--- config.mk ---
export PLATFORM = sky130hd
export DESIGN_NAME = blce_core
export DESIGN_NICKNAME = d
export VERILOG_FILES = /design/src/blce_pkg.sv /design/src/blce_core.sv
export SDC_FILE = /design/constraint.sdc
export NUM_CORES = 1
export LEC_CHECK = 0
export ABC_AREA = 1
export BUFFER_PORTS_ARGS = -buffer_cell sky130_fd_sc_hd__buf_2
export CAP_MARGIN = 25
export CORE_UTILIZATION = 35
export CTS_CLUSTER_SIZE = 28
export DETAILED_ROUTE_END_ITERATION = 6
export PLACE_DENSITY = 0.51
export SLEW_MARGIN = 0
export SYNTH_ARGS = -nofsm -noshare
export SYNTH_HDL_FRONTEND = slang
export SYNTH_SLANG_ARGS = --single-unit
--- constraint.sdc ---
create_clock -name i_clk -period 3 [get_ports i_clk]
set_input_delay 0.3 -clock i_clk [delete_from_list [all_inputs] [get_ports i_clk]]
set_output_delay 0.3 -clock i_clk [all_outputs]
set_load 0.1 [all_outputs]
--- src/blce_pkg.sv ---
// Contract
// [RL1] Bit set forces bit b of file register f to one; flags untouched.
// [RL2] AND with file ANDs working register and file f; only zero flag updates.
// [RL3] AND destination 0 writes working register, 1 writes file f back.
// [RL4] Test skip if clear skips next instruction when bit b reads zero.
// [RL5] Test skip if set skips next instruction when bit b reads one.
// [RL6] Taken skip discards the prefetched word, runs a no-op; two cycles.
// [RL7] Clear working loads zero into working register and sets zero flag.
// [RL8] Call first pushes return address, program counter plus one, on stack.
// [RL9] Call loads its 8-bit immediate target into program counter bits 7:0.
// [RL10] Call copies status bits 6:5 into counter bits 10:9, clears bit 8.
// [RL11] Call takes two instruction cycles and leaves all flags unchanged.
// [RL12] Read-modify-write of the I/O register reads pin levels, not latch.
// [RL13] Untaken bit test lets the next instruction run; one cycle.
package blce_pkg;

  localparam int unsigned DATA_W  = 8;
  localparam int unsigned INSTR_W = 12;
  localparam int unsigned PC_W    = 11;
  localparam int unsigned FADDR_W = 5;
  localparam int unsigned BSEL_W  = 3;
  localparam int unsigned FILE_N  = 32;
  localparam int unsigned LIT_W   = 8;

  // Major opcode fields of the handled instructions.
  localparam logic [3:0]         OP_BIT_SET    = 4'h5;
  localparam logic [3:0]         OP_TEST_CLEAR = 4'h6;
  localparam logic [3:0]         OP_TEST_SET   = 4'h7;
  localparam logic [3:0]         OP_CALL       = 4'h9;
  localparam logic [5:0]         OP_AND_WF     = 6'h05;
  localparam logic [INSTR_W-1:0] INSTR_CLEAR_W = 12'h040;
  localparam logic [INSTR_W-1:0] INSTR_NO_OP   = 12'h000;

  // File map positions of the special registers.
  localparam logic [FADDR_W-1:0] FILE_STATUS = 5'h03;
  localparam logic [FADDR_W-1:0] FILE_PORT   = 5'h06;

  // Status register field positions.
  localparam int unsigned STATUS_Z       = 2;
  localparam int unsigned STATUS_PAGE_HI = 6;
  localparam int unsigned STATUS_PAGE_LO = 5;

  // Reset values and fixed fill values.
  localparam logic [DATA_W-1:0] STATUS_RST = 8'h00;
  localparam logic [DATA_W-1:0] W_RST      = 8'h00;
  localparam logic [DATA_W-1:0] FILE_RST   = 8'h00;
  localparam logic [DATA_W-1:0] PORT_RST   = 8'h00;
  localparam logic [DATA_W-1:0] DATA_ZERO  = 8'h00;
  localparam logic [DATA_W-1:0] BIT_ONE    = 8'h01;
  localparam logic [PC_W-1:0]   PC_RST     = 11'h000;
  localparam logic [PC_W-1:0]   PC_STEP    = 11'h001;
  localparam logic              PC8_FILL   = 1'b0;

  // Sequencer states, one-hot.
  typedef enum logic [2:0] {
    ST_FILL    = 3'b001,
    ST_RUN     = 3'b010,
    ST_DISCARD = 3'b100
  } blce_state_t;

  // Views of one instruction word.
  typedef struct packed {
    logic [3:0]         op;
    logic [BSEL_W-1:0]  bsel;
    logic [FADDR_W-1:0] faddr;
  } blce_bitop_t;

  typedef struct packed {
    logic [5:0]         op;
    logic               dest;
    logic [FADDR_W-1:0] faddr;
  } blce_byteop_t;

  typedef struct packed {
    logic [3:0]       op;
    logic [LIT_W-1:0] k;
  } blce_litop_t;

  // Architectural state shown to the outside.
  typedef struct packed {
    logic [PC_W-1:0]   pc;
    logic [DATA_W-1:0] w;
    logic [DATA_W-1:0] status;
    logic [PC_W-1:0]   tos;
    logic [DATA_W-1:0] port;
  } blce_core_t;

endpackage

--- src/blce_core.sv ---
`timescale 1ns/100ps
module blce_core (
  input  wire logic                         i_clk,
  input  wire logic                         i_rst_n,
  input  wire logic [blce_pkg::INSTR_W-1:0] i_instr,
  input  wire logic [blce_pkg::DATA_W-1:0]  i_pins,
  output blce_pkg::blce_core_t              o_core,
  output logic                              o_discard
);
  import blce_pkg::*;

  blce_state_t              state_q;
  blce_state_t              state_d;
  logic [INSTR_W-1:0]       ir_q;
  logic [PC_W-1:0]          pc_q;
  logic [PC_W-1:0]          pc_d;
  logic [PC_W-1:0]          stack0_q;
  logic [PC_W-1:0]          stack1_q;
  logic [DATA_W-1:0]        w_q;
  logic [DATA_W-1:0]        status_q;
  logic [DATA_W-1:0]        port_q;
  logic [DATA_W-1:0]        pin_s1_q;
  logic [DATA_W-1:0]        pin_s2_q;
  logic [DATA_W-1:0]        mem_q [FILE_N];
  blce_bitop_t              bit_v;
  blce_byteop_t             byte_v;
  blce_litop_t              lit_v;
  logic                     is_run;
  logic                     do_bset;
  logic                     do_and_work_file_op;
  logic                     do_tclr;
  logic                     do_tset;
  logic                     do_clear_working_op;
  logic                     do_call;
  logic                     skip;
  logic [DATA_W-1:0]        fval;
  logic                     tbit;
  logic [DATA_W-1:0]        and_res;
  logic [DATA_W-1:0]        set_res;
  logic                     wr_en;
  logic [FADDR_W-1:0]       wr_addr;
  logic [DATA_W-1:0]        wr_data;
  logic [PC_W-1:0]          call_pc;

  // Pins come from outside the clock domain, so two flops precede any use.
  always_ff @(posedge i_clk or negedge i_rst_n) begin
    if (!i_rst_n) begin
      pin_s1_q <= PORT_RST;
      pin_s2_q <= PORT_RST;
    end else begin
      pin_s1_q <= i_pins;
      pin_s2_q <= pin_s1_q;
    end
  end

  // The same word is seen through three field layouts.
  assign bit_v  = blce_bitop_t'(ir_q);
  assign byte_v = blce_byteop_t'(ir_q);
  assign lit_v  = blce_litop_t'(ir_q);

  // Only the run state executes; fill and discard cycles act as no-ops.
  assign is_run   = (state_q == ST_RUN);
  assign do_bset  = is_run && (bit_v.op == OP_BIT_SET);
  assign do_and_work_file_op = is_run && (byte_v.op == OP_AND_WF);
  assign do_tclr  = is_run && (bit_v.op == OP_TEST_CLEAR);
  assign do_tset  = is_run && (bit_v.op == OP_TEST_SET);
  assign do_clear_working_op  = is_run && (ir_q == INSTR_CLEAR_W);
  assign do_call  = is_run && (lit_v.op == OP_CALL);

  // File read; the port address returns the synchronised pin levels so a
  // read-modify-write never copies a stale output latch back.
  always_comb begin
    if (bit_v.faddr == FILE_PORT) begin
      fval = pin_s2_q; // [RL12]
    end else if (bit_v.faddr == FILE_STATUS) begin
      fval = status_q;
    end else begin
      fval = mem_q[bit_v.faddr];
    end
  end

  // Operation results and the skip decision.
  assign tbit    = fval[bit_v.bsel];
  assign and_res = w_q & fval; // [RL2]
  assign set_res = fval | (BIT_ONE << bit_v.bsel); // [RL1]
  assign skip    = (do_tclr && !tbit) || (do_tset && tbit); // [RL4] [RL5]
  assign call_pc = {status_q[STATUS_PAGE_HI:STATUS_PAGE_LO], PC8_FILL,
                    lit_v.k}; // [RL9] [RL10]

  // File write port shared by bit set and AND with destination one.
  always_comb begin
    wr_en   = 1'b0;
    wr_addr = bit_v.faddr;
    wr_data = DATA_ZERO;
    if (do_bset) begin
      wr_en   = 1'b1;
      wr_data = set_res; // [RL1]
    end else if (do_and_work_file_op && byte_v.dest) begin
      wr_en   = 1'b1;
      wr_data = and_res; // [RL3]
    end
  end

  // Sequencer: a taken skip or a call spends one extra cycle discarding
  // the word that was prefetched behind it.
  always_comb begin
    state_d = state_q;
    case (state_q)
      ST_FILL: begin
        state_d = ST_RUN;
      end
      ST_RUN: begin
        if (skip || do_call) begin
          state_d = ST_DISCARD; // [RL6] [RL11]
        end else begin
          state_d = ST_RUN; // [RL13]
        end
      end
      ST_DISCARD: begin
        state_d = ST_RUN;
      end
      default: begin
        state_d = ST_FILL;
      end
    endcase
  end

  always_ff @(posedge i_clk or negedge i_rst_n) begin
    if (!i_rst_n) begin
      state_q <= ST_FILL;
    end else begin
      state_q <= state_d;
    end
  end

  // The fetched word is always latched; a discard cycle simply ignores it.
  always_ff @(posedge i_clk or negedge i_rst_n) begin
    if (!i_rst_n) begin
      ir_q <= INSTR_NO_OP;
    end else begin
      ir_q <= i_instr;
    end
  end

  // Program counter: steps every cycle except when a call redirects it.
  always_comb begin
    if (do_call) begin
      pc_d = call_pc; // [RL9] [RL10]
    end else begin
      pc_d = pc_q + PC_STEP;
    end
  end

  always_ff @(posedge i_clk or negedge i_rst_n) begin
    if (!i_rst_n) begin
      pc_q <= PC_RST;
    end else begin
      pc_q <= pc_d;
    end
  end

  // Two-level stack; pc_q already holds the call's address plus one.
  // An overflowing push silently loses the oldest entry.
  always_ff @(posedge i_clk or negedge i_rst_n) begin
    if (!i_rst_n) begin
      stack0_q <= PC_RST;
      stack1_q <= PC_RST;
    end else if (do_call) begin
      stack0_q <= pc_q; // [RL8]
      stack1_q <= stack0_q;
    end
  end

  // Working register.
  always_ff @(posedge i_clk or negedge i_rst_n) begin
    if (!i_rst_n) begin
      w_q <= W_RST;
    end else if (do_clear_working_op) begin
      w_q <= DATA_ZERO; // [RL7]
    end else if (do_and_work_file_op && !byte_v.dest) begin
      w_q <= and_res; // [RL3]
    end
  end

  // Status: a direct file write lands first, then the zero flag of the
  // AND or clear overrides its own bit. Other operations keep every flag.
  always_ff @(posedge i_clk or negedge i_rst_n) begin
    if (!i_rst_n) begin
      status_q <= STATUS_RST;
    end else begin
      if (wr_en && (wr_addr == FILE_STATUS)) begin
        status_q <= wr_data;
      end
      if (do_and_work_file_op) begin
        status_q[STATUS_Z] <= (and_res == DATA_ZERO); // [RL2]
      end else if (do_clear_working_op) begin
        status_q[STATUS_Z] <= 1'b1; // [RL7]
      end
    end
  end

  // Output latch of the I/O register.
  always_ff @(posedge i_clk or negedge i_rst_n) begin
    if (!i_rst_n) begin
      port_q <= PORT_RST;
    end else if (wr_en && (wr_addr == FILE_PORT)) begin
      port_q <= wr_data; // [RL12]
    end
  end

  // General file registers; the status and port slots are never used here.
  always_ff @(posedge i_clk or negedge i_rst_n) begin
    if (!i_rst_n) begin
      for (int i = 0; i < FILE_N; i++) begin
        mem_q[i] <= FILE_RST;
      end
    end else if (wr_en && (wr_addr != FILE_STATUS) &&
                 (wr_addr != FILE_PORT)) begin
      mem_q[wr_addr] <= wr_data; // [RL1] [RL3]
    end
  end

  // Outputs are flop values wired straight out.
  assign o_core.pc     = pc_q;
  assign o_core.w      = w_q;
  assign o_core.status = status_q;
  assign o_core.tos    = stack0_q;
  assign o_core.port   = port_q;
  assign o_discard     = state_q[2];

  // Checks on the executed behaviour.
  bset_keeps_flags_a: assert property ( // [RL1]
    @(posedge i_clk) disable iff (!i_rst_n)
    do_bset && (bit_v.faddr != FILE_STATUS) |=> $stable(status_q))
    else $error("Bit set changed the status register.");

  bset_mem_bit_a: assert property ( // [RL1]
    @(posedge i_clk) disable iff (!i_rst_n)
    do_bset && (bit_v.faddr != FILE_STATUS) && (bit_v.faddr != FILE_PORT)
    |=> mem_q[$past(bit_v.faddr)][$past(bit_v.bsel)] == 1'b1)
    else $error("Bit set did not set the file bit.");

  and_zero_flag_a: assert property ( // [RL2]
    @(posedge i_clk) disable iff (!i_rst_n)
    do_and_work_file_op |=> status_q[STATUS_Z] == ($past(and_res) == DATA_ZERO))
    else $error("AND with file set the wrong zero flag.");

  and_to_work_a: assert property ( // [RL3]
    @(posedge i_clk) disable iff (!i_rst_n)
    do_and_work_file_op && !byte_v.dest |=> w_q == $past(w_q & fval))
    else $error("AND result missing from working register.");

  and_to_file_a: assert property ( // [RL3]
    @(posedge i_clk) disable iff (!i_rst_n)
    do_and_work_file_op && byte_v.dest |=> $stable(w_q))
    else $error("AND to file changed the working register.");

  skip_clear_a: assert property ( // [RL4]
    @(posedge i_clk) disable iff (!i_rst_n)
    do_tclr && !tbit |=> state_q == ST_DISCARD ##1 state_q == ST_RUN)
    else $error("Clear test did not skip for two cycles.");

  skip_set_a: assert property ( // [RL5]
    @(posedge i_clk) disable iff (!i_rst_n)
    do_tset && tbit |=> state_q == ST_DISCARD ##1 state_q == ST_RUN)
    else $error("Set test did not skip for two cycles.");

  discard_idle_a: assert property ( // [RL6]
    @(posedge i_clk) disable iff (!i_rst_n)
    state_q == ST_DISCARD |=> $stable(w_q) && $stable(status_q)
    && pc_q == $past(pc_q) + PC_STEP)
    else $error("Discarded word had an effect.");

  test_flags_a: assert property ( // [RL4] [RL5]
    @(posedge i_clk) disable iff (!i_rst_n)
    do_tclr || do_tset |=> $stable(status_q)
    ##1 ($past(state_q) != ST_DISCARD || $stable(status_q)))
    else $error("Bit test changed the status register.");

  clear_work_a: assert property ( // [RL7]
    @(posedge i_clk) disable iff (!i_rst_n)
    do_clear_working_op |=> w_q == DATA_ZERO && status_q[STATUS_Z])
    else $error("Clear working left a wrong value or flag.");

  call_push_a: assert property ( // [RL8]
    @(posedge i_clk) disable iff (!i_rst_n)
    do_call |=> stack0_q == $past(pc_q) && stack1_q == $past(stack0_q))
    else $error("Call pushed a wrong return address.");

  call_target_a: assert property ( // [RL9] [RL10]
    @(posedge i_clk) disable iff (!i_rst_n)
    do_call |=> pc_q == {$past(status_q[STATUS_PAGE_HI:STATUS_PAGE_LO]),
                         PC8_FILL, $past(lit_v.k)})
    else $error("Call loaded a wrong program counter.");

  call_two_cycle_a: assert property ( // [RL11]
    @(posedge i_clk) disable iff (!i_rst_n)
    do_call |=> state_q == ST_DISCARD && $stable(status_q)
    ##1 state_q == ST_RUN && $stable(status_q))
    else $error("Call did not take two cycles cleanly.");

  port_from_pins_a: assert property ( // [RL12]
    @(posedge i_clk) disable iff (!i_rst_n)
    do_bset && (bit_v.faddr == FILE_PORT)
    |=> port_q == ($past(pin_s2_q) | (BIT_ONE << $past(bit_v.bsel))))
    else $error("Port rewrite did not start from pin levels.");

  no_skip_a: assert property ( // [RL13]
    @(posedge i_clk) disable iff (!i_rst_n)
    (do_tclr && tbit) || (do_tset && !tbit) |=> state_q == ST_RUN)
    else $error("Untaken bit test stalled the sequence.");

endmodule // blce_core

==> results_dict.tcl <==
set metrics [dict create \
    drc 0 \
    path_clk_slew_ns 0.06 \
    p_leak_nw 8.48 \
    regToRegSetupSlack_ns 0.19 \
    drt_first_pass_iters 6 \
    slowest_stage "dfrtp_2" \
    fmax_mhz 356 \
    pin_count 69 \
    maxSlewViolCount 0 \
    hold_path.startpoint "pin_s1_q[1]$_DFF_PN0_" \
    crit_family "simple AND/OR/NAND/NOR gates" \
    grt-ovfl-total 0 \
    holdPathStages 0 \
    drive_gt1_share_pct 15.7 \
    period_needed_ns 2.81 \
    die_y_um 209 \
    syn_to_final_growth_pct 19.8 \
    grt_pass1_wl_um 72600 \
    synth_fp_nets 1839 \
    max_stage_delay_ns 0.50 \
    finalClockSkew_ns 0.0260 \
    critPathArrivalTime_ns 3.26 \
    r2r-end "mem_q[13]$_DFFE_PN0P_" \
    path_cells "buf_4 -> nor2_4 -> buf_12 -> nand2_1 -> nand2_1 -> nor2_1 -> nor2_1 -> nor2_1 -> nand2_1 -> nand2_1 -> nand2_1 -> nand2_1 -> nand2_2 -> nand2_1 -> o22ai_1 -> clkinv_1 -> buf_8 -> o21ai_2" \
    portBuffers 68 \
    n_antenna_cell 0 \
    gp_congestion 0.876 \
    fin_area_um2 17900 \
    ys_types 35 \
    ant_nets 0 \
    fin_crit_sh_pct 93.6 \
    hold_ws_ns 0.346 \
    row_count 75 \
    fin_ws_ns 0.193 \
    synthArstFlopShare_pct 100 \
    hold_viol 0 \
    pre_cts_slack_ns 0.107 \
    yosysSeqAreaShare_pct 55.7 \
    place_area_um2 16300 \
    antenna_found_initial 0 \
    r2r_cells 18 \
    h-tree-depth 2 \
    crit_path_frequent_cell "nand2_1" \
    clockBufferDepth 3 \
    final_common_cell "nand2_1" \
    critPathBufInv 4 \
    maxCapViolCount 0 \
    wl_per_cell_um 18.3 \
    routed_wl_um 45700 \
    syn_area_um2 15000 \
    maxSlewHeadroom_pct 32.1 \
    clkSinkCount 333 \
    track_usage_pct 21.5 \
    synthCells 1816 \
    cts_made_buffers 38 \
    hp-class "reg2reg" \
    post-route-util_pct 42.6 \
    fin_setup_tns_ns 0 \
    coreArea_um2 42000 \
    r2r_start "bit_v[0]$_DFF_PN0_" \
    grt_pass1_vias 12100 \
    drt-initial-drc-count 1040 \
    fp.dieW_um 209 \
    rsz0062_at_grt "true" \
    max_slew.worst_pin.slew_ns 1.02 \
    crit_required_ns 3.45 \
    cts_tree "built" \
    cp-end-kind "flop" \
    synth-main-ff-cell "dfrtp_1" \
    die_area_um2 43600 \
    yosysWarnings 0 \
    vias 12400 \
    crit_fanout 31 \
    clock_latency_ns 0.54 \
    clock-root-buffer "clkbuf_16" \
    grt_max_degree 77 \
    status "completed" \
    setup_viol 0 \
    hpwl_um 30300 \
    vdd_ir_drop_max_mv 0.497 \
    avgSynthCellArea_um2 8.24 \
    final_cell_mix "nand2_1 (769), dfrtp_1 (330), o21ai_0 (142)" \
    ys_seq_elements 333 \
    nets 1947 \
    worstSetupStartpointType "flop" \
    viasPerCell 4.98 \
    hold_path_end "pin_s2_q[1]$_DFF_PN0_" \
    synth-edff-count 0 \
    power.density_nw_per_um2 641 \
    initial_core_util_pct 35.6 \
    critPathKind "reg2reg" \
]
state kept, by name, indices dropped and copies added, names as in the netlist:
name	count
pin_s2_q	8
state_q	3
status_q	8
pc_q	11
mem_q	256
bit_v	12
stack0_q	11
w_q	8
pin_s1_q	8
port_q	8
worst max-delay path by stage:
stage                                     from                     end  slack (ns)  depth (start not counted)
after floorplan           state_q[2]$_DFF_PN0_  mem_q[176]$_DFFE_PN0P_        0.25                         15
after global placement      bit_v[0]$_DFF_PN0_  mem_q[119]$_DFFE_PN0P_        0.13                         19
after detailed placement    bit_v[0]$_DFF_PN0_  mem_q[119]$_DFFE_PN0P_        0.11                         19
after CTS                   bit_v[0]$_DFF_PN0_  mem_q[119]$_DFFE_PN0P_         0.1                         19
after global routing        bit_v[0]$_DFF_PN0_  mem_q[185]$_DFFE_PN0P_       -0.01                         18
final                       bit_v[0]$_DFF_PN0_   mem_q[13]$_DFFE_PN0P_        0.19                         18
repair_timing:
item                                    4_1_cts  5_1_grt
gates resized for setup                       0        8
endpoints found under the hold margin        88        0
endpoints found under the setup margin        0      174
hold buffers                                 21        0
setup buffers                                 0        4
report_power, final:
group	internal (mW)	switching, mW
Clock	3.12	1.89
Combinational	0.326	1.39
Sequential	4.64	0.124
cells in the mapped netlist, drive strengths merged (9+ instances only):
cell type    n  area (µm²)
a21oi       34         170
buf         69         427
clkbuf      48         180
dfrtp      332        8310
inv         70         263
nand2      779        2950
nand3       33         165
nand4       33         206
nor2        94         409
nor3        13        81.3
o211ai       9        67.6
o21ai      279        1550
kinds of logic after synthesis:
logic type / synth area share (%)
buffers and inverters: 5.84
AND/OR/NAND/NOR: 25.8
XOR/XNOR: 0.176
AO/OA/AOI/OAI: 12.4
adder cells (fa/ha/maj): 0.0836
flip-flops: 55.7
routing by layer:
layer  GRT usage [%]  wire length [µm]
met5               0                 0
met4            5.63               920
met3            3.49              2490
met2            32.6             20300
met1            31.7             22000
worst register-to-register path, stage by stage (launching register included):
cell	delay [ns]
dfrtp_2	0.50
buf_4	0.18
nor2_4	0.20
buf_12	0.22
nand2_1	0.07
nand2_1	0.05
nor2_1	0.05
nor2_1	0.11
nor2_1	0.07
nand2_1	0.11
nand2_1	0.07
nand2_1	0.10
nand2_1	0.08
nand2_2	0.09
nand2_1	0.08
o22ai_1	0.23
clkinv_1	0.13
buf_8	0.22
o21ai_2	0.17
final cells by class:
type | count | area (µm²)
Inverter | 71 | 267
Timing Repair Buffer | 185 | 1520
Clock inverter | 13 | 223
Tap cell | 539 | 674
Sequential cell | 333 | 8340
Clock buffer | 55 | 1130
Fill cell | 4249 | 24100
Multi-Input combinational cell | 1295 | 5770
metrics by stage:
| step | instances | power, mW |
|---|---|---|
| global placement | 2397 | 6.52 |
| floorplan | 1816 | 6.04 |
| CTS | 2486 | 11.6 |
| detailed placement | 2397 | 6.53 |
| global route | 2491 | 11.9 |
| finish | 2491 | 11.5 |
No activity file was read; power rests on OpenSTA's default activity.
